File: config.mk
export PLATFORM = sky130hd
export DESIGN_NAME = charge_parameter_registers
export DESIGN_NICKNAME = d
export VERILOG_FILES = /design/src/design/charge_cfg_pkg.sv /design/src/design/cfg_reg_if.sv /design/src/design/cfg_reg.sv /design/src/design/charge_parameter_registers.sv
export SDC_FILE = /design/constraint.sdc
export NUM_CORES = 1
export LEC_CHECK = 0
export BUFFER_PORTS_ARGS = -buffer_cell sky130_fd_sc_hd__buf_2
export CORE_MARGIN = 8
export CORE_UTILIZATION = 48
export CTS_CLUSTER_SIZE = 24
export DETAILED_ROUTE_END_ITERATION = 16
export PLACE_DENSITY = 0.74
export REMOVE_ABC_BUFFERS = 1
export SLEW_MARGIN = 20
export SYNTH_ARGS = -nofsm -noshare
export SYNTH_HDL_FRONTEND = slang
export SYNTH_SLANG_ARGS = --single-unit
File: constraint.sdc
create_clock -name clock -period 4 [get_ports clock]
set_input_delay 0.8 -clock clock [delete_from_list [all_inputs] [get_ports clock]]
set_output_delay 0.8 -clock clock [all_outputs]
set_load 0.1 [all_outputs]
File: src/design/charge_cfg_pkg.sv
// Constants for the charge parameter register bank: register indices,
// reset values, field positions, decode weights and watchdog timing.
// Assumes a single 50 MHz clock domain.
package charge_cfg_pkg;

	// Clock and watchdog time base
	localparam int unsigned CLOCK_HZ        = 50_000_000;
	localparam int unsigned WDOG_TICK_MS    = 1;
	localparam int unsigned WDOG_TICK_CYCLES =
		CLOCK_HZ / 1000 * WDOG_TICK_MS;
	localparam int unsigned MS_PER_S        = 1000;
	localparam int unsigned WDOG_SHORT_S    = 40;
	localparam int unsigned WDOG_MID_S      = 80;
	localparam int unsigned WDOG_LONG_S     = 160;
	localparam logic [17:0] WDOG_SHORT_TICKS =
		18'(WDOG_SHORT_S * MS_PER_S / WDOG_TICK_MS);
	localparam logic [17:0] WDOG_MID_TICKS   =
		18'(WDOG_MID_S * MS_PER_S / WDOG_TICK_MS);
	localparam logic [17:0] WDOG_LONG_TICKS  =
		18'(WDOG_LONG_S * MS_PER_S / WDOG_TICK_MS);

	// Register indices on the register port
	localparam logic [7:0] PRECHG_TERM_IDX  = 8'h03;
	localparam logic [7:0] CHG_VOLT_IDX     = 8'h04;
	localparam logic [7:0] TERM_TIMER_IDX   = 8'h05;

	// Reset values
	localparam logic [7:0] PRECHG_TERM_RST  = 8'h11;
	localparam logic [7:0] CHG_VOLT_RST     = 8'hB2;
	localparam logic [7:0] TERM_TIMER_RST   = 8'h9C;

	// Writable bits; reserved bits are held at zero
	localparam logic [7:0] PRECHG_TERM_MASK = 8'hF7;
	localparam logic [7:0] CHG_VOLT_MASK    = 8'hFF;
	localparam logic [7:0] TERM_TIMER_MASK  = 8'hBE;

	// Field positions
	localparam int unsigned PRECHG_LSB      = 4;
	localparam int unsigned TERM_LSB        = 0;
	localparam int unsigned CHARGE_VOLTAGE_CODE_LSB        = 2;
	localparam int unsigned LOW_BATT_BIT    = 1;
	localparam int unsigned RECHG_BIT       = 0;
	localparam int unsigned TERM_EN_BIT     = 7;
	localparam int unsigned WDOG_LSB        = 4;
	localparam int unsigned SAFETY_EN_BIT   = 3;
	localparam int unsigned FAST_LIMIT_LSB  = 1;

	// Decode weights
	localparam logic [11:0] CURRENT_STEP_MA = 12'h080;
	localparam logic [11:0] CURRENT_BASE_MA = 12'h080;
	localparam logic [12:0] CHARGE_VOLTAGE_CODE_BASE_MV    = 13'h0DB0;
	localparam logic [12:0] CHARGE_VOLTAGE_CODE_STEP_MV    = 13'h0010;
	localparam logic [12:0] CHARGE_VOLTAGE_CODE_MAX_MV     = 13'h1130;
	localparam logic [11:0] LOW_BATT_LO_MV  = 12'hAF0;
	localparam logic [11:0] LOW_BATT_HI_MV  = 12'hBB8;
	localparam logic [12:0] RECHG_LO_MV     = 13'h0064;
	localparam logic [12:0] RECHG_HI_MV     = 13'h012C;
	localparam logic [11:0] FAST_DIVISOR    = 12'h005;
	localparam logic [4:0]  FAST_LIMIT_H0   = 5'h05;
	localparam logic [4:0]  FAST_LIMIT_H1   = 5'h08;
	localparam logic [4:0]  FAST_LIMIT_H2   = 5'h0C;
	localparam logic [4:0]  FAST_LIMIT_H3   = 5'h14;

	typedef enum logic [1:0] {
		WDOG_OFF   = 2'b00,
		WDOG_SHORT = 2'b01,
		WDOG_MID   = 2'b10,
		WDOG_LONG  = 2'b11
	} watchdog_sel_t;

endpackage : charge_cfg_pkg

File: src/design/cfg_reg_if.sv
// Carrier between the bank and one configuration register.
// Assumes the owner drives load, wdata and defaults on the same clock.
`timescale 1ns/100ps
interface cfg_reg_if;
	logic       load;
	logic       defaults;
	logic [7:0] wdata;
	logic [7:0] value;

	modport ctrl  (output load, output defaults, output wdata, input value);
	modport store (input load, input defaults, input wdata, output value);
endinterface : cfg_reg_if

File: src/design/cfg_reg.sv
// One 8-bit configuration register with reset value and writable mask.
// Assumes load and defaults are one-cycle strobes from the same clock.
`timescale 1ns/100ps
module cfg_reg #(
	parameter logic [7:0] RESET_VALUE = 8'h00,
	parameter logic [7:0] WRITE_MASK  = 8'hFF
) (
	input  wire logic clock,
	input  wire logic rst,
	cfg_reg_if.store  port
);
	logic [7:0] value;

	always_ff @(posedge clock or posedge rst) begin
		if (rst)
			value <= RESET_VALUE;
		else if (port.defaults)
			value <= RESET_VALUE;
		else if (port.load)
			value <= port.wdata & WRITE_MASK;
	end

	assign port.value = value;
endmodule : cfg_reg

File: src/design/charge_parameter_registers.sv
// Charge parameter register bank: three configuration registers, their
// decoded charge settings and the host watchdog counter.
// Assumes the serial engine presents register accesses on the same clock
// as single-cycle strobes, and the charge current block shares the clock.
//
// Summary of operation
// - Pre-charge code times 128 mA; codes 0 and 1 give 128 mA, codes 4 and up add 128 mA
// - Pre-charge code resets to 0001
// - Termination current 128 mA offset plus weights
// - Termination code resets to 001
// - Charge voltage 3.504 V plus 16 mV steps
// - Low-battery threshold 2.8 V or 3.0 V
// - Recharge 100 mV or 300 mV below regulation
// - Termination enable bit, reset set
// - Watchdog off, 40 s, 80 s, 160 s
// - Safety timer enable bit, reset set
// - Fast-charge limit 5, 8, 12, 20 hours
// - Registers reset to 0x11, 0xB2, 0x9C
// - Reduced mode: half pre-charge, fifth fast-charge
`timescale 1ns/100ps
module charge_parameter_registers
	import charge_cfg_pkg::*;
#(
	parameter int unsigned WDOG_TICK_CYCLES_P = charge_cfg_pkg::WDOG_TICK_CYCLES
) (
	input  wire logic        clock,
	input  wire logic        rst,
	input  wire logic [7:0]  reg_addr,
	input  wire logic        reg_write,
	input  wire logic [7:0]  reg_wdata,
	input  wire logic        reg_read,
	output logic      [7:0]  reg_rdata,
	output logic             reg_hit,
	input  wire logic        defaults_load,
	input  wire logic        watchdog_kick,
	input  wire logic        reduced_current_force,
	input  wire logic [11:0] fast_charge_current_ma,
	output logic      [11:0] precharge_current_ma,
	output logic      [11:0] applied_precharge_ma,
	output logic      [11:0] applied_fast_charge_ma,
	output logic      [11:0] termination_current_ma,
	output logic      [12:0] charge_voltage_mv,
	output logic      [11:0] low_battery_threshold_mv,
	output logic      [12:0] recharge_threshold_mv,
	output logic             termination_enable,
	output logic             safety_timer_enable,
	output logic      [4:0]  fast_charge_limit_hours,
	output logic             watchdog_expired
);
	import charge_cfg_pkg::*;

	// Register port decode
	wire logic sel_prechg;
	wire logic sel_volt;
	wire logic sel_timer;

	assign sel_prechg = reg_addr == PRECHG_TERM_IDX;
	assign sel_volt   = reg_addr == CHG_VOLT_IDX;
	assign sel_timer  = reg_addr == TERM_TIMER_IDX;
	assign reg_hit    = sel_prechg | sel_volt | sel_timer;

	cfg_reg_if prechg_bus ();
	cfg_reg_if volt_bus ();
	cfg_reg_if timer_bus ();

	assign prechg_bus.load     = reg_write & sel_prechg;
	assign prechg_bus.wdata    = reg_wdata;
	assign prechg_bus.defaults = defaults_load;
	assign volt_bus.load       = reg_write & sel_volt;
	assign volt_bus.wdata      = reg_wdata;
	assign volt_bus.defaults   = defaults_load;
	assign timer_bus.load      = reg_write & sel_timer;
	assign timer_bus.wdata     = reg_wdata;
	assign timer_bus.defaults  = defaults_load;

	cfg_reg #(
		.RESET_VALUE (PRECHG_TERM_RST),
		.WRITE_MASK  (PRECHG_TERM_MASK)
	) prechg_reg (
		.clock (clock),
		.rst   (rst),
		.port  (prechg_bus.store)
	);

	cfg_reg #(
		.RESET_VALUE (CHG_VOLT_RST),
		.WRITE_MASK  (CHG_VOLT_MASK)
	) volt_reg (
		.clock (clock),
		.rst   (rst),
		.port  (volt_bus.store)
	);

	cfg_reg #(
		.RESET_VALUE (TERM_TIMER_RST),
		.WRITE_MASK  (TERM_TIMER_MASK)
	) timer_reg (
		.clock (clock),
		.rst   (rst),
		.port  (timer_bus.store)
	);

	wire logic [7:0] prechg_value;
	wire logic [7:0] volt_value;
	wire logic [7:0] timer_value;

	assign prechg_value = prechg_bus.value;
	assign volt_value   = volt_bus.value;
	assign timer_value  = timer_bus.value;

	// Read data; unmapped indices read zero
	wire logic [7:0] read_mux;

	assign read_mux = sel_prechg ? prechg_value :
		sel_volt ? volt_value :
		sel_timer ? timer_value : 8'h00;

	always_ff @(posedge clock or posedge rst) begin
		if (rst)
			reg_rdata <= 8'h00;
		else if (reg_read)
			reg_rdata <= read_mux;
	end

	// Field extraction
	wire logic [3:0]    precharge_current_code;
	wire logic [2:0]    termination_current_code;
	wire logic [5:0]    charge_voltage_code;
	wire logic          low_battery_threshold_sel;
	wire logic          recharge_offset_sel;
	wire logic [1:0]    fast_charge_limit_sel;
	wire watchdog_sel_t watchdog_sel;

	assign precharge_current_code    = prechg_value[PRECHG_LSB +: 4];
	assign termination_current_code  = prechg_value[TERM_LSB +: 3];
	assign charge_voltage_code       = volt_value[CHARGE_VOLTAGE_CODE_LSB +: 6];
	assign low_battery_threshold_sel = volt_value[LOW_BATT_BIT];
	assign recharge_offset_sel       = volt_value[RECHG_BIT];
	assign fast_charge_limit_sel     = timer_value[FAST_LIMIT_LSB +: 2];
	assign watchdog_sel = watchdog_sel_t'(timer_value[WDOG_LSB +: 2]);

	// Current decode
	wire logic [11:0] prechg_code_ma;
	wire logic [11:0] prechg_step_ma;
	wire logic [11:0] next_precharge_ma;
	wire logic [11:0] next_term_ma;
	wire logic [11:0] next_applied_prechg;
	wire logic [11:0] next_applied_fast;

	assign prechg_code_ma = 12'(precharge_current_code) * CURRENT_STEP_MA;
	assign prechg_step_ma = prechg_code_ma + CURRENT_STEP_MA;
	// Codes 0 and 1 both give the base; codes 4 and above gain one extra step
	assign next_precharge_ma =
		(precharge_current_code <= 4'h1) ? CURRENT_BASE_MA :
		(precharge_current_code <= 4'h3) ? prechg_code_ma :
		prechg_step_ma;
	assign next_term_ma = CURRENT_BASE_MA +
		12'(termination_current_code) * CURRENT_STEP_MA;
	assign next_applied_prechg = reduced_current_force ?
		{1'b0, next_precharge_ma[11:1]} : next_precharge_ma;
	assign next_applied_fast = reduced_current_force ?
		fast_charge_current_ma / FAST_DIVISOR :
		fast_charge_current_ma;

	always_ff @(posedge clock or posedge rst) begin
		if (rst) begin
			precharge_current_ma   <= 12'h000;
			applied_precharge_ma   <= 12'h000;
			applied_fast_charge_ma <= 12'h000;
			termination_current_ma <= 12'h000;
		end else begin
			precharge_current_ma   <= next_precharge_ma;
			applied_precharge_ma   <= next_applied_prechg;
			applied_fast_charge_ma <= next_applied_fast;
			termination_current_ma <= next_term_ma;
		end
	end

	// Voltage decode; codes past the top of range clamp to it
	wire logic [12:0] charge_voltage_code_raw_mv;
	wire logic [12:0] next_charge_voltage_code_mv;
	wire logic [11:0] next_low_batt_mv;
	wire logic [12:0] next_rechg_mv;

	assign charge_voltage_code_raw_mv = CHARGE_VOLTAGE_CODE_BASE_MV +
		13'(charge_voltage_code) * CHARGE_VOLTAGE_CODE_STEP_MV;
	assign next_charge_voltage_code_mv = (charge_voltage_code_raw_mv > CHARGE_VOLTAGE_CODE_MAX_MV) ?
		CHARGE_VOLTAGE_CODE_MAX_MV : charge_voltage_code_raw_mv;
	assign next_low_batt_mv = low_battery_threshold_sel ?
		LOW_BATT_HI_MV : LOW_BATT_LO_MV;
	// Recharge level follows the clamped regulation voltage
	assign next_rechg_mv = next_charge_voltage_code_mv -
		(recharge_offset_sel ? RECHG_HI_MV : RECHG_LO_MV);

	always_ff @(posedge clock or posedge rst) begin
		if (rst) begin
			charge_voltage_mv        <= 13'h0000;
			low_battery_threshold_mv <= 12'h000;
			recharge_threshold_mv    <= 13'h0000;
		end else begin
			charge_voltage_mv        <= next_charge_voltage_code_mv;
			low_battery_threshold_mv <= next_low_batt_mv;
			recharge_threshold_mv    <= next_rechg_mv;
		end
	end

	// Control flags and fast-charge limit
	logic [4:0] next_limit_hours;

	always_comb begin
		unique case (fast_charge_limit_sel)
			2'b00: next_limit_hours = FAST_LIMIT_H0;
			2'b01: next_limit_hours = FAST_LIMIT_H1;
			2'b10: next_limit_hours = FAST_LIMIT_H2;
			2'b11: next_limit_hours = FAST_LIMIT_H3;
		endcase
	end

	always_ff @(posedge clock or posedge rst) begin
		if (rst) begin
			termination_enable      <= 1'b0;
			safety_timer_enable     <= 1'b0;
			fast_charge_limit_hours <= 5'h00;
		end else begin
			termination_enable      <= timer_value[TERM_EN_BIT];
			safety_timer_enable     <= timer_value[SAFETY_EN_BIT];
			fast_charge_limit_hours <= next_limit_hours;
		end
	end

	// Host watchdog: a tick divider feeds a tick counter
	logic [17:0] wdog_limit;
	logic        wdog_off;

	always_comb begin
		wdog_off = 1'b0;
		unique case (watchdog_sel)
			WDOG_OFF: begin
				wdog_limit = WDOG_SHORT_TICKS;
				wdog_off   = 1'b1;
			end
			WDOG_SHORT: wdog_limit = WDOG_SHORT_TICKS;
			WDOG_MID:   wdog_limit = WDOG_MID_TICKS;
			WDOG_LONG:  wdog_limit = WDOG_LONG_TICKS;
		endcase
	end

	watchdog_sel_t wdog_sel_prev;
	logic [15:0]   tick_count;
	logic [17:0]   wdog_count;

	wire logic wdog_restart;
	wire logic tick_hit;
	wire logic expire_hit;

	// Kicks arrive no closer than the host's minimum spacing
	assign wdog_restart = watchdog_kick |
		(watchdog_sel != wdog_sel_prev);
	assign tick_hit = tick_count == 16'(WDOG_TICK_CYCLES_P - 1);
	assign expire_hit = tick_hit & ~wdog_off & ~watchdog_expired &
		(wdog_count == wdog_limit - 18'h00001);

	// Seeded with the field's reset code so reset brings no false restart
	always_ff @(posedge clock or posedge rst) begin
		if (rst)
			wdog_sel_prev <= WDOG_SHORT;
		else
			wdog_sel_prev <= watchdog_sel;
	end

	always_ff @(posedge clock or posedge rst) begin
		if (rst)
			tick_count <= 16'h0000;
		else if (wdog_restart | wdog_off | tick_hit)
			tick_count <= 16'h0000;
		else
			tick_count <= tick_count + 16'h0001;
	end

	always_ff @(posedge clock or posedge rst) begin
		if (rst)
			wdog_count <= 18'h00000;
		else if (wdog_restart | wdog_off)
			wdog_count <= 18'h00000;
		else if (tick_hit & ~watchdog_expired)
			wdog_count <= wdog_count + 18'h00001;
	end

	// Expiry stays until restarted; an expiry in a restart cycle wins
	always_ff @(posedge clock or posedge rst) begin
		if (rst)
			watchdog_expired <= 1'b0;
		else if (expire_hit)
			watchdog_expired <= 1'b1;
		else if (wdog_restart | wdog_off)
			watchdog_expired <= 1'b0;
	end
endmodule : charge_parameter_registers

# Word-level counts from Yosys, hierarchy flattened
# Cells that the tools add are included.
# W data, S select, Z words.
dict set report classes {
  add_sub_neg 7
  n_div 1
  n_lt_le_gt_ge 3
  eq_ne 12
  mux 24
  n_bitwise 14
  n_reduce_logical 8
}
# op count
set ops {}
lappend ops {{$mux W8} 9}
lappend ops {{$pmux W18 S3} 1}
lappend ops {{$mux W12} 4}
lappend ops {{$mux W18} 2}
lappend ops {{$pmux W5 S4} 1}
lappend ops {{$add A18 B1 Y18 const B} 1}
lappend ops {{$eq A18 B18 Y1} 1}
lappend ops {{$mux W9} 2}
lappend ops {{$sub A18 B1 Y18 const B} 1}
lappend ops {{$add A16 B1 Y16 const B} 1}
lappend ops {{$eq A16 B16 Y1 const B} 1}
lappend ops {{$eq A8 B3 Y1 const B} 2}
lappend ops {{$mux W16} 1}
lappend ops {{$add A12 B10 Y13 const A} 1}
lappend ops {{$gt A13 B13 Y1 const B} 1}
lappend ops {{$mux W13} 1}
lappend ops {{$sub A13 B9 Y13} 1}
lappend ops {{$add A11 B8 Y12 const B} 1}
lappend ops {{$div A12 B3 Y12 const B} 1}
lappend ops {{$add A8 B10 Y11 const A} 1}
lappend ops {{$reduce_bool A2 Y1} 5}
lappend ops {{$eq A2 B2 Y1 const B} 4}
lappend ops {{$eq A8 B2 Y1 const B} 1}
lappend ops {{$and A1 B1 Y1} 7}
lappend ops {{other kinds (9)} 18}
dict set report word_totals {
  register_bits 161
  output_inout_bits 103
}

# Longest topological paths before layout
# Gate-level depths: netlist of run 1.
dict set report depth {
  ltp_word 7
  ltp_mapped 13
  ltp_nobuf 12
}

# Modules after synthesis
# Synthesis of run 1 repeated with hierarchy kept, for this count alone.
dict set report unflattened {
  hier_cells 707
  hier_area_um2 6830.3
}
# module n_inst cells_each area_each_um2 seq_area_each_um2
set by_module_without_submodules {}
lappend by_module_without_submodules {charge_parameter_registers 1 632 5889.4 2503.7}
lappend by_module_without_submodules {{cfg_reg (volt_reg)} 1 27 346.6 205.2}
lappend by_module_without_submodules {{cfg_reg (prechg_reg)} 1 25 307.8 177.7}
lappend by_module_without_submodules {{cfg_reg (timer_reg)} 1 23 286.5 155.1}

# Worst setup path before layout of run 1
# No wires, ideal clock.
dict set report synth_timing {
  kind {input -> output}
  start {input reg_addr[1]}
  end {output reg_hit}
  arrival_ns 2.399
  setup_slack_ns 0.801
  stages 3
  path_cell_list {nand2_1 > mux2_2 > nor2_1}
}
dict set report synth_via {
  elab_chain_len 3
  elab_cells_between_ends 5
}
# element line
set synth_lines {}
lappend synth_lines {{start, declared} charge_parameter_registers.sv:28} ;# input wire logic [7:0] reg_addr,
lappend synth_lines {{$eq A8 B2 Y1 / $eq A8 B3 Y1 (equally long branches)} {charge_parameter_registers.sv:57, charge_parameter_registers.sv:58}}
lappend synth_lines {{$or A1 B1 Y1} charge_parameter_registers.sv:60} ;# assign reg_hit = sel_prechg | sel_volt | sel_timer;
lappend synth_lines {{$or A1 B1 Y1 *} charge_parameter_registers.sv:60}
lappend synth_lines {{end, declared} charge_parameter_registers.sv:33} ;# output logic reg_hit,
# Mark *: on every way between the ends. The rest lies on a longest branch, timed or not.

# Final worst setup path of run 1
dict set report layout_timing {
  start {register volt_reg.value[2] (netlist: volt_reg.port.value[2])}
  end {register recharge_threshold_mv[10]}
}
dict set report layout_via {
  elab_chain_len 4
}
# element line
set layout_lines {}
lappend layout_lines {{start, declared} cfg_reg.sv:12} ;# logic [7:0] value;
lappend layout_lines {{start signal, assigned} cfg_reg.sv:20} ;# value <= port.wdata & WRITE_MASK;
lappend layout_lines {{$add A12 B10 Y13 *} charge_parameter_registers.sv:185} ;# assign charge_voltage_code_raw_mv = CHARGE_VOLTAGE_CODE_BASE_MV +
lappend layout_lines {{$gt A13 B13 Y1} charge_parameter_registers.sv:187} ;# assign next_charge_voltage_code_mv = (charge_voltage_code_raw_mv > CHARGE_VOLTAGE_CODE_MAX_MV) ?
lappend layout_lines {{$mux W13 *} charge_parameter_registers.sv:187}
lappend layout_lines {{named net next_charge_voltage_code_mv[6]} charge_parameter_registers.sv:181} ;# wire logic [12:0] next_charge_voltage_code_mv;
lappend layout_lines {{$sub A13 B9 Y13 *} charge_parameter_registers.sv:192} ;# assign next_rechg_mv = next_charge_voltage_code_mv -
lappend layout_lines {{named net next_rechg_mv[10]} charge_parameter_registers.sv:183} ;# wire logic [12:0] next_rechg_mv;
lappend layout_lines {{end signal, assigned} charge_parameter_registers.sv:203} ;# recharge_threshold_mv <= next_rechg_mv;
lappend layout_lines {{end, declared} charge_parameter_registers.sv:44} ;# output logic [12:0] recharge_threshold_mv,
# The timed path passes the listed nets; every way through them passes the cells marked *.
# A chain may end at the register's enable or synchronous reset.

==> summary.txt, run 1 <==
number of synthesized register bits = 121
switching part of the total = 32.3%
Detailed Place HPWL = 10800 um
Slew @ Worst Pin = 0.692 ns
synth-to-layout area growth = 15.1%
Crit path max-delay family = compound AO/OA/AOI/OAI gates
largest net degree at the start of global routing = 102
starting density of the core = 48.3%
Startpoint Class = register
post-layout net count = 868
GP Congestion = 0.891
ANT cells = 0
Worst Clk Skew = 0.00856 ns
top_reg_cell synth = dfrtp_1
final hold violations = 0
CP Max Fanout = 9
mux cell area share after synthesis = 2.37%
Routed Antenna Nets = 0
Post-Syn Instances = 738
DRC viols = 0
layout cells sized above 1 = 22.4%
Post-Route WL = 15300 um
worst path cell trace = inv_1 > ha_1 > nor2b_1 > and3_1 > o21a_1 > a21oi_1 > a311o_1 > and2_1 > ha_1 > a211o_1 > a21oi_2 > mux2i_1
Die Area = 18500 um^2
core footprint = 14300 um^2
fillcell total = 1268
dpl ws = 0.569 ns
Hold Crit Class = in -> async
total grt overflow = 0
synth top area cells = dfrtp_1 40%, nor2_1 4.2%, dfstp_2 4.2%
final number of setup-violating endpoints = 0
drt via density = 5.37
syn_area_per_cell = 9.36 um^2
max-slew violations = 0
commonest cells after routing, fill and taps aside = 110 x dfrtp_1, 105 x buf_2, 78 x nor2_1
CTS tree = yes
Synth async-reset ratio = 100%
Die Ht = 136 um
Net Sw Power = 0.00110 W
Multi-input gate area = 3410 um^2
number of max-cap violations = 0
minimum clock period = 3.24 ns
die width = 136 um
Pre-antenna DRT Iters = 5
CTS Buf Count = 17
Clock Power Share = 44.3%
status = complete, no violations
Crit Path Class = reg -> reg
via count = 5457
slowest stage delay, CP = 0.47 ns
port bufs = 105
main combinational cell family by area after synthesis = simple AND/OR/NAND/NOR gates
post-synthesis sequential area ratio = 44.0%
number of flops mapped to enable cells by yosys = 0
Std-Cell Rows = 44
root buffer cell = clkbuf_16
vias in the first global route = 5148
worst hold margin = 0.338 ns
Arr. time, crit path = 3.58 ns
Seq. cell area = 3040 um^2
Slew HR = 53.9%
Int Pwr = 0.00231 W
Unique masters post-synth = 91
Sequential Power Share = 36.9%
element type at the critical path end = register
DRT iter0 DRCs = 282
global-route wire length before repair = 25000 um
Simple-Gate Fraction of Synth Area = 20.7%
I/O pin count = 138
xor/xnor share of the synthesized area = 4.80%
power per cell area = 429 nW/um^2
maximum clock frequency = 308 MHz
Tcrit/Tclk final = 81.0%
Yosys top cell by area = dfrtp_1
Synth Area in Compound Gates = 17.2%
Clock transition at path regs = 0.06 ns
Setup Buffers After CTS = 0
wire length per cell = 15.0 um
Synth top area share = 39.8%
H-tree lvl count = 4
CTS Buffer Depth = 2
CTS Sinks = 121
commonest non-fill, non-tap cell in the layout = dfrtp_1
Comb pwr share = 18.7%
worst skew pair latency = 0.42 ns
WP buf/inv = 1
leakage power = 3.62 nW
cts hold-fix bufs = 0
CP max-delay cell = dfrtp_1
all-layer global routing usage = 16.7%
maximum vdd drop = 0.000265 V
cts repair resizes = 0
reg2reg setup slack = 0.76 ns
RSZ-0062 raised after global routing = no
synth warn = 0
final worst slack = 0.758 ns
most frequent CP cell = ha_1
WP data required = 4.34 ns
initial antenna violation count = 0
post-synthesis adder-cell area fraction = 2.54%
Cell Area, Synth = 6910 um^2
==> metrics by stage <==
stage / TNS, ns / cells / cell area (um^2) / util, % / power [W]
2_1_floorplan: -3.96 / 692 / 6570 / - / 0.00179
3_3_place_gp: 0 / 984 / 7360 / 51.4 / 0.00192
3_5_place_dp: 0 / 984 / 7360 / 51.4 / 0.00192
4_1_cts: 0 / 1016 / 7950 / 55.5 / 0.00345
5_1_grt: 0 / 1016 / 7950 / 55.5 / 0.00354
6_report: 0 / 1016 / 7950 / 55.5 / 0.00341
==> Yosys cell counts (15+ instances only) <==
library cell    n
inv_1          30
nand2_1        70
xor2_1         21
nand3_1        30
xnor2_1        15
clkbuf_1       22
nor2_1         78
buf_4          38
dfrtp_1       110
and3_1         15
a21oi_1        45
o21ai_0        27
==> per-layer routing <==
layer / up-vias / track usage [%] / part of all wire (%)
met2: 181 / 25.1 / 46
met3: 26 / 5.84 / 7.3
li1: 2690 / - / -
met5: - / 0 / 0
met4: 0 / 5.98 / 2.0
met1: 2560 / 21.7 / 45
==> area by class of cell <==
cell class	count	share of cell area (%)
multi-input cells	540	42.9
flip-flops and latches	121	38.3
clock buffers	19	5.57
inverters	31	1.50
repair buffers	108	7.05
well taps	184	2.90
clock inverters	13	1.83
==> state kept, by name, indices dropped and copies added (netlist names) <==
register / flops
wdog_count: 18
watchdog_expired: 1
timer_reg.port.value: 6
applied_fast_charge_ma: 12
fast_charge_limit_hours: 4
tick_count: 16
safety_timer_enable: 1
precharge_current_ma: 5
termination_enable: 1
prechg_reg.port.value: 7
wdog_sel_prev: 2
applied_precharge_ma: 6
recharge_threshold_mv: 10
termination_current_ma: 4
low_battery_threshold_mv: 3
charge_voltage_mv: 9
volt_reg.port.value: 8
reg_rdata: 8
==> path summary, 6_finish.rpt <==
path	startpoint	end	depth (start not counted)
min in group clock	timer_reg.port.value[7]	termination_enable	0
min	rst	applied_fast_charge_ma[4]	2
min reg2reg	timer_reg.port.value[7]	termination_enable	0
max in group asynchronous	rst	timer_reg.port.value[7]	3
max	volt_reg.port.value[2]	recharge_threshold_mv[10]	12
max reg2reg	volt_reg.port.value[2]	recharge_threshold_mv[10]	12
==> power groups by stage <==
stage                     logic (W)  registers [W]  clock network (W)
after detailed placement   0.000639        0.00128                  0
after global placement     0.000636        0.00128                  0
final                      0.000639        0.00126            0.00151
after CTS                  0.000640        0.00126            0.00155
after floorplan            0.000325        0.00147                  0
after global routing       0.000678        0.00126            0.00160
==> logic make-up after synthesis <==
kind of cell / after synthesis
AND/OR/NAND/NOR: 284
AO/OA/AOI/OAI: 156
flip-flops: 121
buffers and inverters: 108
XOR/XNOR: 37
multiplexers: 16
adder cells (fa/ha/maj): 14
other: 2
No activity file was read; power rests on OpenSTA's default activity.
==> run 2: changes to the inputs <==
--- a/config.mk
+++ b/config.mk
@@ -10,7 +10,7 @@
 export CORE_UTILIZATION = 48
 export CTS_CLUSTER_SIZE = 24
 export DETAILED_ROUTE_END_ITERATION = 16
-export PLACE_DENSITY = 0.74
+export PLACE_DENSITY = 0.71
 export REMOVE_ABC_BUFFERS = 1
 export SLEW_MARGIN = 20
 export SYNTH_ARGS = -nofsm -noshare
==> constraint.sdc (replaced) <==
create_clock -name clock -period 3 [get_ports clock]
set_input_delay 0.6 -clock clock [delete_from_list [all_inputs] [get_ports clock]]
set_output_delay 0.6 -clock clock [all_outputs]
set_load 0.1 [all_outputs]
==> summary.txt, run 2 (synthesis results as in run 1) <==
CTS Buffer Depth = 2 (unchanged)
all-layer global routing usage = 17.5% (was 16.7%)
I/O pin count = 138 (unchanged)
switching part of the total = 31.6% (was 32.3%)
Slew @ Worst Pin = 0.554 ns (was 0.692 ns)
Detailed Place HPWL = 11500 um (was 10800 um)
ANT cells = 0 (unchanged)
core footprint = 14300 um^2 (unchanged)
power per cell area = 565 nW/um^2 (was 429 nW/um^2)
cell depth of the worst flop-to-flop path = 12 (unchanged)
minimum clock period = 2.82 ns (was 3.24 ns)
via count = 5622 (was 5457)
worst skew pair latency = 0.41 ns (was 0.42 ns)
Slew HR = 63.1% (was 53.9%)
CTS tree = yes (unchanged)
WP data required = 3.33 ns (was 4.34 ns)
Int Pwr = 0.00320 W (was 0.00231 W)
RSZ-0062 raised after global routing = no (unchanged)
element type at the critical path end = register (unchanged)
drt via density = 5.32 (was 5.37)
Routed Antenna Nets = 0 (unchanged)
dpl ws = -0.0108 ns (was 0.569 ns)
H-tree lvl count = 4 (unchanged)
CTS Buf Count = 17 (unchanged)
initial antenna violation count = 0 (unchanged)
Post-Route WL = 15800 um (was 15300 um)
CTS Sinks = 121 (unchanged)
total power = 0.00469 W (was 0.00341 W)
Arr. time, crit path = 3.15 ns (was 3.58 ns)
Pre-antenna DRT Iters = 5 (unchanged)
commonest cells after routing, fill and taps aside = 110 x dfrtp_1, 105 x buf_2, 78 x nor2_1 (unchanged)
root buffer cell = clkbuf_16 (unchanged)
port bufs = 105 (unchanged)
die width = 136 um (unchanged)
Reg with most FFs = wdog_count (unchanged)
Clock transition at path regs = 0.06 ns (about the same)
Placed Instances = 1024 (was 984)
starting density of the core = 48.3% (unchanged)
Crit Path Class = reg -> reg (unchanged)
Startpoint Class = register (unchanged)
Die Ht = 136 um (unchanged)
cts hold-fix bufs = 0 (unchanged)
number of max-cap violations = 0 (unchanged)
Non-Filler Instances = 1057 (was 1016)
reg2reg setup slack = 0.18 ns (was 0.76 ns)
Net Sw Power = 0.00148 W (was 0.00110 W)
worst r2r src = volt_reg.port.value[3] (was volt_reg.port.value[2])
Tcrit/Tclk final = 93.9% (was 81.0%)
R2R Path End = recharge_threshold_mv[9] (was recharge_threshold_mv[10])
GP Congestion = 0.843 (was 0.891)
total grt overflow = 0 (unchanged)
Std-Cell Rows = 44 (unchanged)
global-route wire length before repair = 26500 um (was 25000 um)
biggest regs = wdog_count x18, tick_count x16, applied_fast_charge_ma x12 (unchanged)
wire length per cell = 15.0 um (about the same)
Die Area = 18500 um^2 (unchanged)
final number of setup-violating endpoints = 0 (unchanged)
DRT iter0 DRCs = 255 (was 282)
post-layout util = 58.0% (was 55.5%)
Clock Power Share = 45.0% (was 44.3%)
Hold Crit Class = in -> async (unchanged)
final hold violations = 0 (unchanged)
Sequential Power Share = 35.9% (was 36.9%)
max reg flops = 18 (unchanged)
final worst slack = 0.182 ns (was 0.758 ns)
synth-to-layout area growth = 20.2% (was 15.1%)
Worst Clk Skew = 0.00772 ns (was 0.00856 ns)
layout cells sized above 1 = 26.2% (was 22.4%)
vias in the first global route = 5496 (was 5148)
Comb pwr share = 19.1% (was 18.7%)
CP Max Fanout = 4 (was 9)
leakage power = 3.83 nW (was 3.62 nW)
status = complete, no violations (unchanged)
maximum clock frequency = 355 MHz (was 308 MHz)
worst hold margin = 0.239 ns (was 0.338 ns)
DRC viols = 0 (unchanged)
commonest non-fill, non-tap cell in the layout = dfrtp_1 (unchanged)
maximum vdd drop = 0.000333 V (was 0.000265 V)
largest net degree at the start of global routing = 45 (was 102)
max-slew violations = 0 (unchanged)
post-layout net count = 909 (was 868)
==> run 2: changes by cell type in the layout (fill, tap and decap cells not counted), sizes merged <==
| cell | before | now |
|---|---|---|
| inv | 33 | 34 |
| buf | 108 | 149 |
| clkinv | 6 | 3 |
| clkbuf | 19 | 20 |
| bufinv | 2 | 3 |
==> run 2: critical path, cell delays in order, from the launching register on <==
cell and delay (ns):
dfrtp_1 0.39, inv_1 0.11, ha_2 0.22, nor2b_1 0.06, and3_1 0.19, o31ai_2 0.26
a21oi_1 0.06, a311o_1 0.34, and2_1 0.18, ha_4 0.24, a211o_1 0.30, a21oi_2 0.19
xor2_1 0.17
==> run 2: power groups by stage <==
stage / clock [W] / sequential, W / combinational, W
after detailed placement: 0 / 0.00171 / 0.000894
after global placement: 0 / 0.00171 / 0.000891
after floorplan: 0 / 0.00195 / 0.000434
after global routing: 0.00222 / 0.00168 / 0.000951
final: 0.00211 / 0.00168 / 0.000896
after CTS: 0.00215 / 0.00168 / 0.000896
==> run 2: per-stage QoR <==
| stage | TNS (ns) | cell area, um^2 |
|---|---|---|
| floorplan | -96.32 | 6570 |
| global placement | 0 | 7660 |
| detailed placement | -0.0108 | 7660 |
| CTS | 0 | 8280 |
| global route | 0 | 8300 |
| finish | 0 | 8300 |
==> run 2: area by class of cell <==
class,instances,area (um^2)
Multi-Input combinational cell,540,3430
Timing Repair Buffer,149,868
Sequential cell,121,3040
Fill cell,1299,6010
Clock buffer,20,447
Inverter,31,119
Tap cell,184,230
Clock inverter,12,165
==> run 2: metal layers <==
layer / share of wire, % / global-route usage, % / vias to the layer above
li1: - / - / 2764
met1: 45 / 23.2 / 2680
met2: 47 / 27.0 / 157
met3: 6.3 / 4.84 / 21
met4: 1.4 / 6.10 / 0
met5: 0 / 0 / -
==> run 2: timing repair <==
item / in CTS / in global routing
buffers inserted: 0 / 1
pin swaps: 0 / 1
endpoints found under the hold margin: 0 / 0
setup endpoints to repair: 1 / 4
cloned: 0 / 0
resized for setup: 1 / 2
==> run 2: how the worst max path moves through the flow <==
stage,endpoint,slack [ns],start
finish,recharge_threshold_mv[9],0.18,volt_reg.port.value[3]
global route,recharge_threshold_mv[9],0.03,volt_reg.port.value[2]
CTS,recharge_threshold_mv[9],0.02,volt_reg.port.value[3]
detailed placement,applied_fast_charge_ma[0],-0.01,fast_charge_current_ma[8]
global placement,applied_fast_charge_ma[0],0.01,fast_charge_current_ma[8]
floorplan,low_battery_threshold_mv[11],-1.46,low_battery_threshold_mv[9]
==> run 3: changes to the inputs <==
--- a/config.mk
+++ b/config.mk
@@ -10,9 +10,11 @@
 export CORE_UTILIZATION = 48
 export CTS_CLUSTER_SIZE = 24
 export DETAILED_ROUTE_END_ITERATION = 16
+export MAX_ROUTING_LAYER = met4
 export PLACE_DENSITY = 0.71
 export REMOVE_ABC_BUFFERS = 1
 export SLEW_MARGIN = 20
 export SYNTH_ARGS = -nofsm -noshare
 export SYNTH_HDL_FRONTEND = slang
+export SYNTH_HIERARCHICAL = 1
 export SYNTH_SLANG_ARGS = --single-unit
==> summary.txt, run 3 <==
CTS Sinks = 121 (unchanged)
Std-Cell Rows = 43 (was 44)
Post-synth top cells = 110 x dfrtp_1, 91 x nor2_1, 51 x nand2_1, 42 x buf_4, 32 x inv_1 (was 110 x dfrtp_1, 78 x nor2_1, 70 x nand2_1, 45 x a21oi_1, 38 x buf_4)
Placed Instances = 1018 (was 1024)
design area = 8890 um^2 (was 8300 um^2)
status = finished with violations (was complete, no violations)
Tcrit/Tclk final = 101% (was 93.9%)
RSZ-0062 raised after global routing = yes (was no)
Non-Filler Instances = 1069 (was 1057)
biggest regs = wdog_count x18, tick_count x16, applied_fast_charge_ma x12 (unchanged)
Cell Area, Synth = 6830 um^2 (was 6910 um^2)
die width = 135 um (was 136 um)
post-synthesis sequential area ratio = 44.5% (was 44.0%)
max reg flops = 18 (unchanged)
final worst slack = -0.0339 ns (was 0.182 ns)
Reg with most FFs = wdog_count (unchanged)
leakage power = 4.12 nW (was 3.83 nW)
violated checks = setup timing
cell depth of the worst flop-to-flop path = 13 (was 12)
Clock transition at path regs = 0.05 ns (was 0.06 ns)
number of max-cap violations = 0 (unchanged)
most frequent cell after synthesis = dfrtp_1 (unchanged)
Arr. time, crit path = 3.38 ns (was 3.15 ns)
power per cell area = 533 nW/um^2 (was 565 nW/um^2)
CTS Buf Count = 17 (unchanged)
Routed Antenna Nets = 0 (unchanged)
Worst Clk Skew = 0.00949 ns (was 0.00772 ns)
Synth async-reset ratio = 100% (unchanged)
I/O pin count = 138 (unchanged)
max-slew violations = 0 (unchanged)
Die Area = 18300 um^2 (was 18500 um^2)
syn_area_per_cell = 9.66 um^2 (was 9.36 um^2)
DRT iter0 DRCs = 409 (was 255)
Slew @ Worst Pin = 0.806 ns (was 0.554 ns)
GP Congestion = 0.858 (was 0.843)
number of synthesized register bits = 121 (unchanged)
CTS Buffer Depth = 2 (unchanged)
CTS tree = yes (unchanged)
layout cells sized above 1 = 36.4% (was 26.2%)
worst r2r src = volt_reg/port.value[3] (was volt_reg.port.value[3])
synth top area cells = dfrtp_1 40%, nor2_1 5.0%, buf_4 4.6% (was dfrtp_1 40%, nor2_1 4.2%, dfstp_2 4.2%)
all-layer global routing usage = 19.2% (was 17.5%)
DRC viols = 0 (unchanged)
maximum clock frequency = 330 MHz (was 355 MHz)
core footprint = 13900 um^2 (was 14300 um^2)
Detailed Place HPWL = 12300 um (was 11500 um)
total power = 0.00474 W (was 0.00469 W)
Pre-antenna DRT Iters = 6 (was 5)
commonest cells after routing, fill and taps aside = 110 x dfrtp_1, 99 x buf_2, 89 x nor2_1 (was 110 x dfrtp_1, 105 x buf_2, 78 x nor2_1)
Hold Crit Class = in -> async (unchanged)
synth-to-layout area growth = 30.2% (was 20.2%)
final hold violations = 0 (unchanged)
maximum vdd drop = 0.000326 V (was 0.000333 V)
worst skew pair latency = 0.41 ns (about the same)
Slew HR = 46.3% (was 63.1%)
top_reg_cell synth = dfrtp_1 (unchanged)
Synth top area share = 40.3% (was 39.8%)
WP data required = 3.35 ns (was 3.33 ns)
Crit Path Class = in -> reg (was reg -> reg)
H-tree lvl count = 4 (unchanged)
reg2reg setup slack = 0.22 ns (was 0.18 ns)
starting density of the core = 49.2% (was 48.3%)
Die Ht = 135 um (was 136 um)
number of flops mapped to enable cells by yosys = 0 (unchanged)
largest net degree at the start of global routing = 65 (was 45)
Yosys top cell by area = dfrtp_1 (unchanged)
global-route wire length before repair = 28000 um (was 26500 um)
fillcell total = 1099 (was 1299)
minimum clock period = 3.03 ns (was 2.82 ns)
vias in the first global route = 5784 (was 5496)
cts hold-fix bufs = 0 (unchanged)
element type at the critical path end = register (unchanged)
post-layout net count = 925 (was 909)
drt via density = 5.41 (was 5.32)
CP Max Fanout = 11 (was 4)
Startpoint Class = input port (was register)
Unique masters post-synth = 94 (was 91)
commonest non-fill, non-tap cell in the layout = dfrtp_1 (unchanged)
Post-Syn Instances = 707 (was 738)
total grt overflow = 0 (unchanged)
post-layout util = 64.1% (was 58.0%)
port bufs = 105 (unchanged)
root buffer cell = clkbuf_16 (unchanged)
Post-Route WL = 17300 um (was 15800 um)
final number of setup-violating endpoints = 1 (was 0)
R2R Path End = recharge_threshold_mv[10] (was recharge_threshold_mv[9])
wire length per cell = 16.2 um (was 15.0 um)
placed cell area = 7740 um^2 (was 7660 um^2)
ANT cells = 0 (unchanged)
initial antenna violation count = 0 (unchanged)
synth warn = 6 (was 0)
via count = 5786 (was 5622)
==> run 3: cell types whose count changed in the layout (fill, tap and decap cells not counted), moves of 5 or more <==
cell | before | now
buf_4 | 43 | 77
buf_12 | 1 | 6
nand3_1 | 30 | 18
a222oi_1 | 0 | 9
buf_6 | 0 | 11
a21oi_1 | 45 | 26
and3_1 | 15 | 5
nor2b_2 | 0 | 11
o21ai_0 | 27 | 17
nor2b_1 | 11 | 3
buf_2 | 105 | 99
nand2_1 | 70 | 48
nor2_1 | 78 | 89
==> run 3: logic make-up after synthesis <==
group                      count (synthesis)  share of synthesized area (%)
buffers and inverters                    109                           9.38
AOI/OAI and AO/OA                        135                           15.5
adders and majority gates                 15                           2.71
other                                      4                          0.220
and+or+nand+nor                          265                           19.8
xor gates and xnor gates                  37                           4.74
DFF                                      121                           44.5
muxes                                     21                           3.13
==> run 3: through the flow <==
step	setup WS [ns]	TNS (ns)	hold slack [ns]
finish	-0.0339	-0.0339	0.162
global route	-0.127	-0.208	0.176
detailed placement	-0.429	-1.09	0.406
floorplan	-1.46	-30.78	0.388
CTS	0.00102	0	0.145
global placement	-0.373	-1.01	0.402
==> run 3: layer usage <==
metal  GRT usage (%)  up-vias  share of wire, %
li1                -     2746                 -
met1            22.8     2819                44
met2            31.4      193                48
met3            4.41       28               6.1
met4            7.28        0               2.0
met5               -        -                 0
==> run 3: final cells by class <==
cell class	instances	area, um^2	area share, %
Sequential cell	121	3040	34.2
Clock buffer	20	447	5.02
Tap cell	180	225	2.53
Clock inverter	12	128	1.43
Inverter	33	126	1.42
Multi-Input combinational cell	509	3580	40.3
Timing Repair Buffer	194	1340	15.1
==> run 3: worst max-delay path, stage by stage <==
cell and delay (ns):
buf_12 0.12, and2b_2 0.24, a21oi_4 0.04, buf_4 0.14, o41ai_4 0.49, a2111oi_2 0.13, buf_4 0.17, or2_4 0.24
buf_4 0.14, or3_2 0.47, a211oi_2 0.25, o32ai_2 0.10, nand4_1 0.09, o311a_1 0.17
==> run 3: power by group <==
part           internal (W)  switching [W]
clock network       0.00124       0.000715
registers           0.00167      0.0000165
logic              0.000316       0.000784
total               0.00322        0.00152
==> run 3: how the worst max path moves through the flow <==
| stage | cells after the start | startpoint | end |
|---|---|---|---|
| 6_report | 14 | fast_charge_current_ma[11] | applied_fast_charge_ma[0] |
| 3_5_place_dp | 13 | fast_charge_current_ma[8] | applied_fast_charge_ma[0] |
| 2_1_floorplan | 0 | low_battery_threshold_mv[7] | low_battery_threshold_mv[11] |
| 5_1_grt | 14 | fast_charge_current_ma[11] | applied_fast_charge_ma[0] |
| 4_1_cts | 13 | fast_charge_current_ma[8] | applied_fast_charge_ma[0] |
| 3_3_place_gp | 13 | fast_charge_current_ma[8] | applied_fast_charge_ma[0] |
==> run 3: timing repair <==
item / 4_1_cts / 5_1_grt
buffers inserted: 0 / 19
endpoints found under the setup margin: 0 / 6
hold endpoints to repair: 0 / 0
resized for setup: 0 / 96
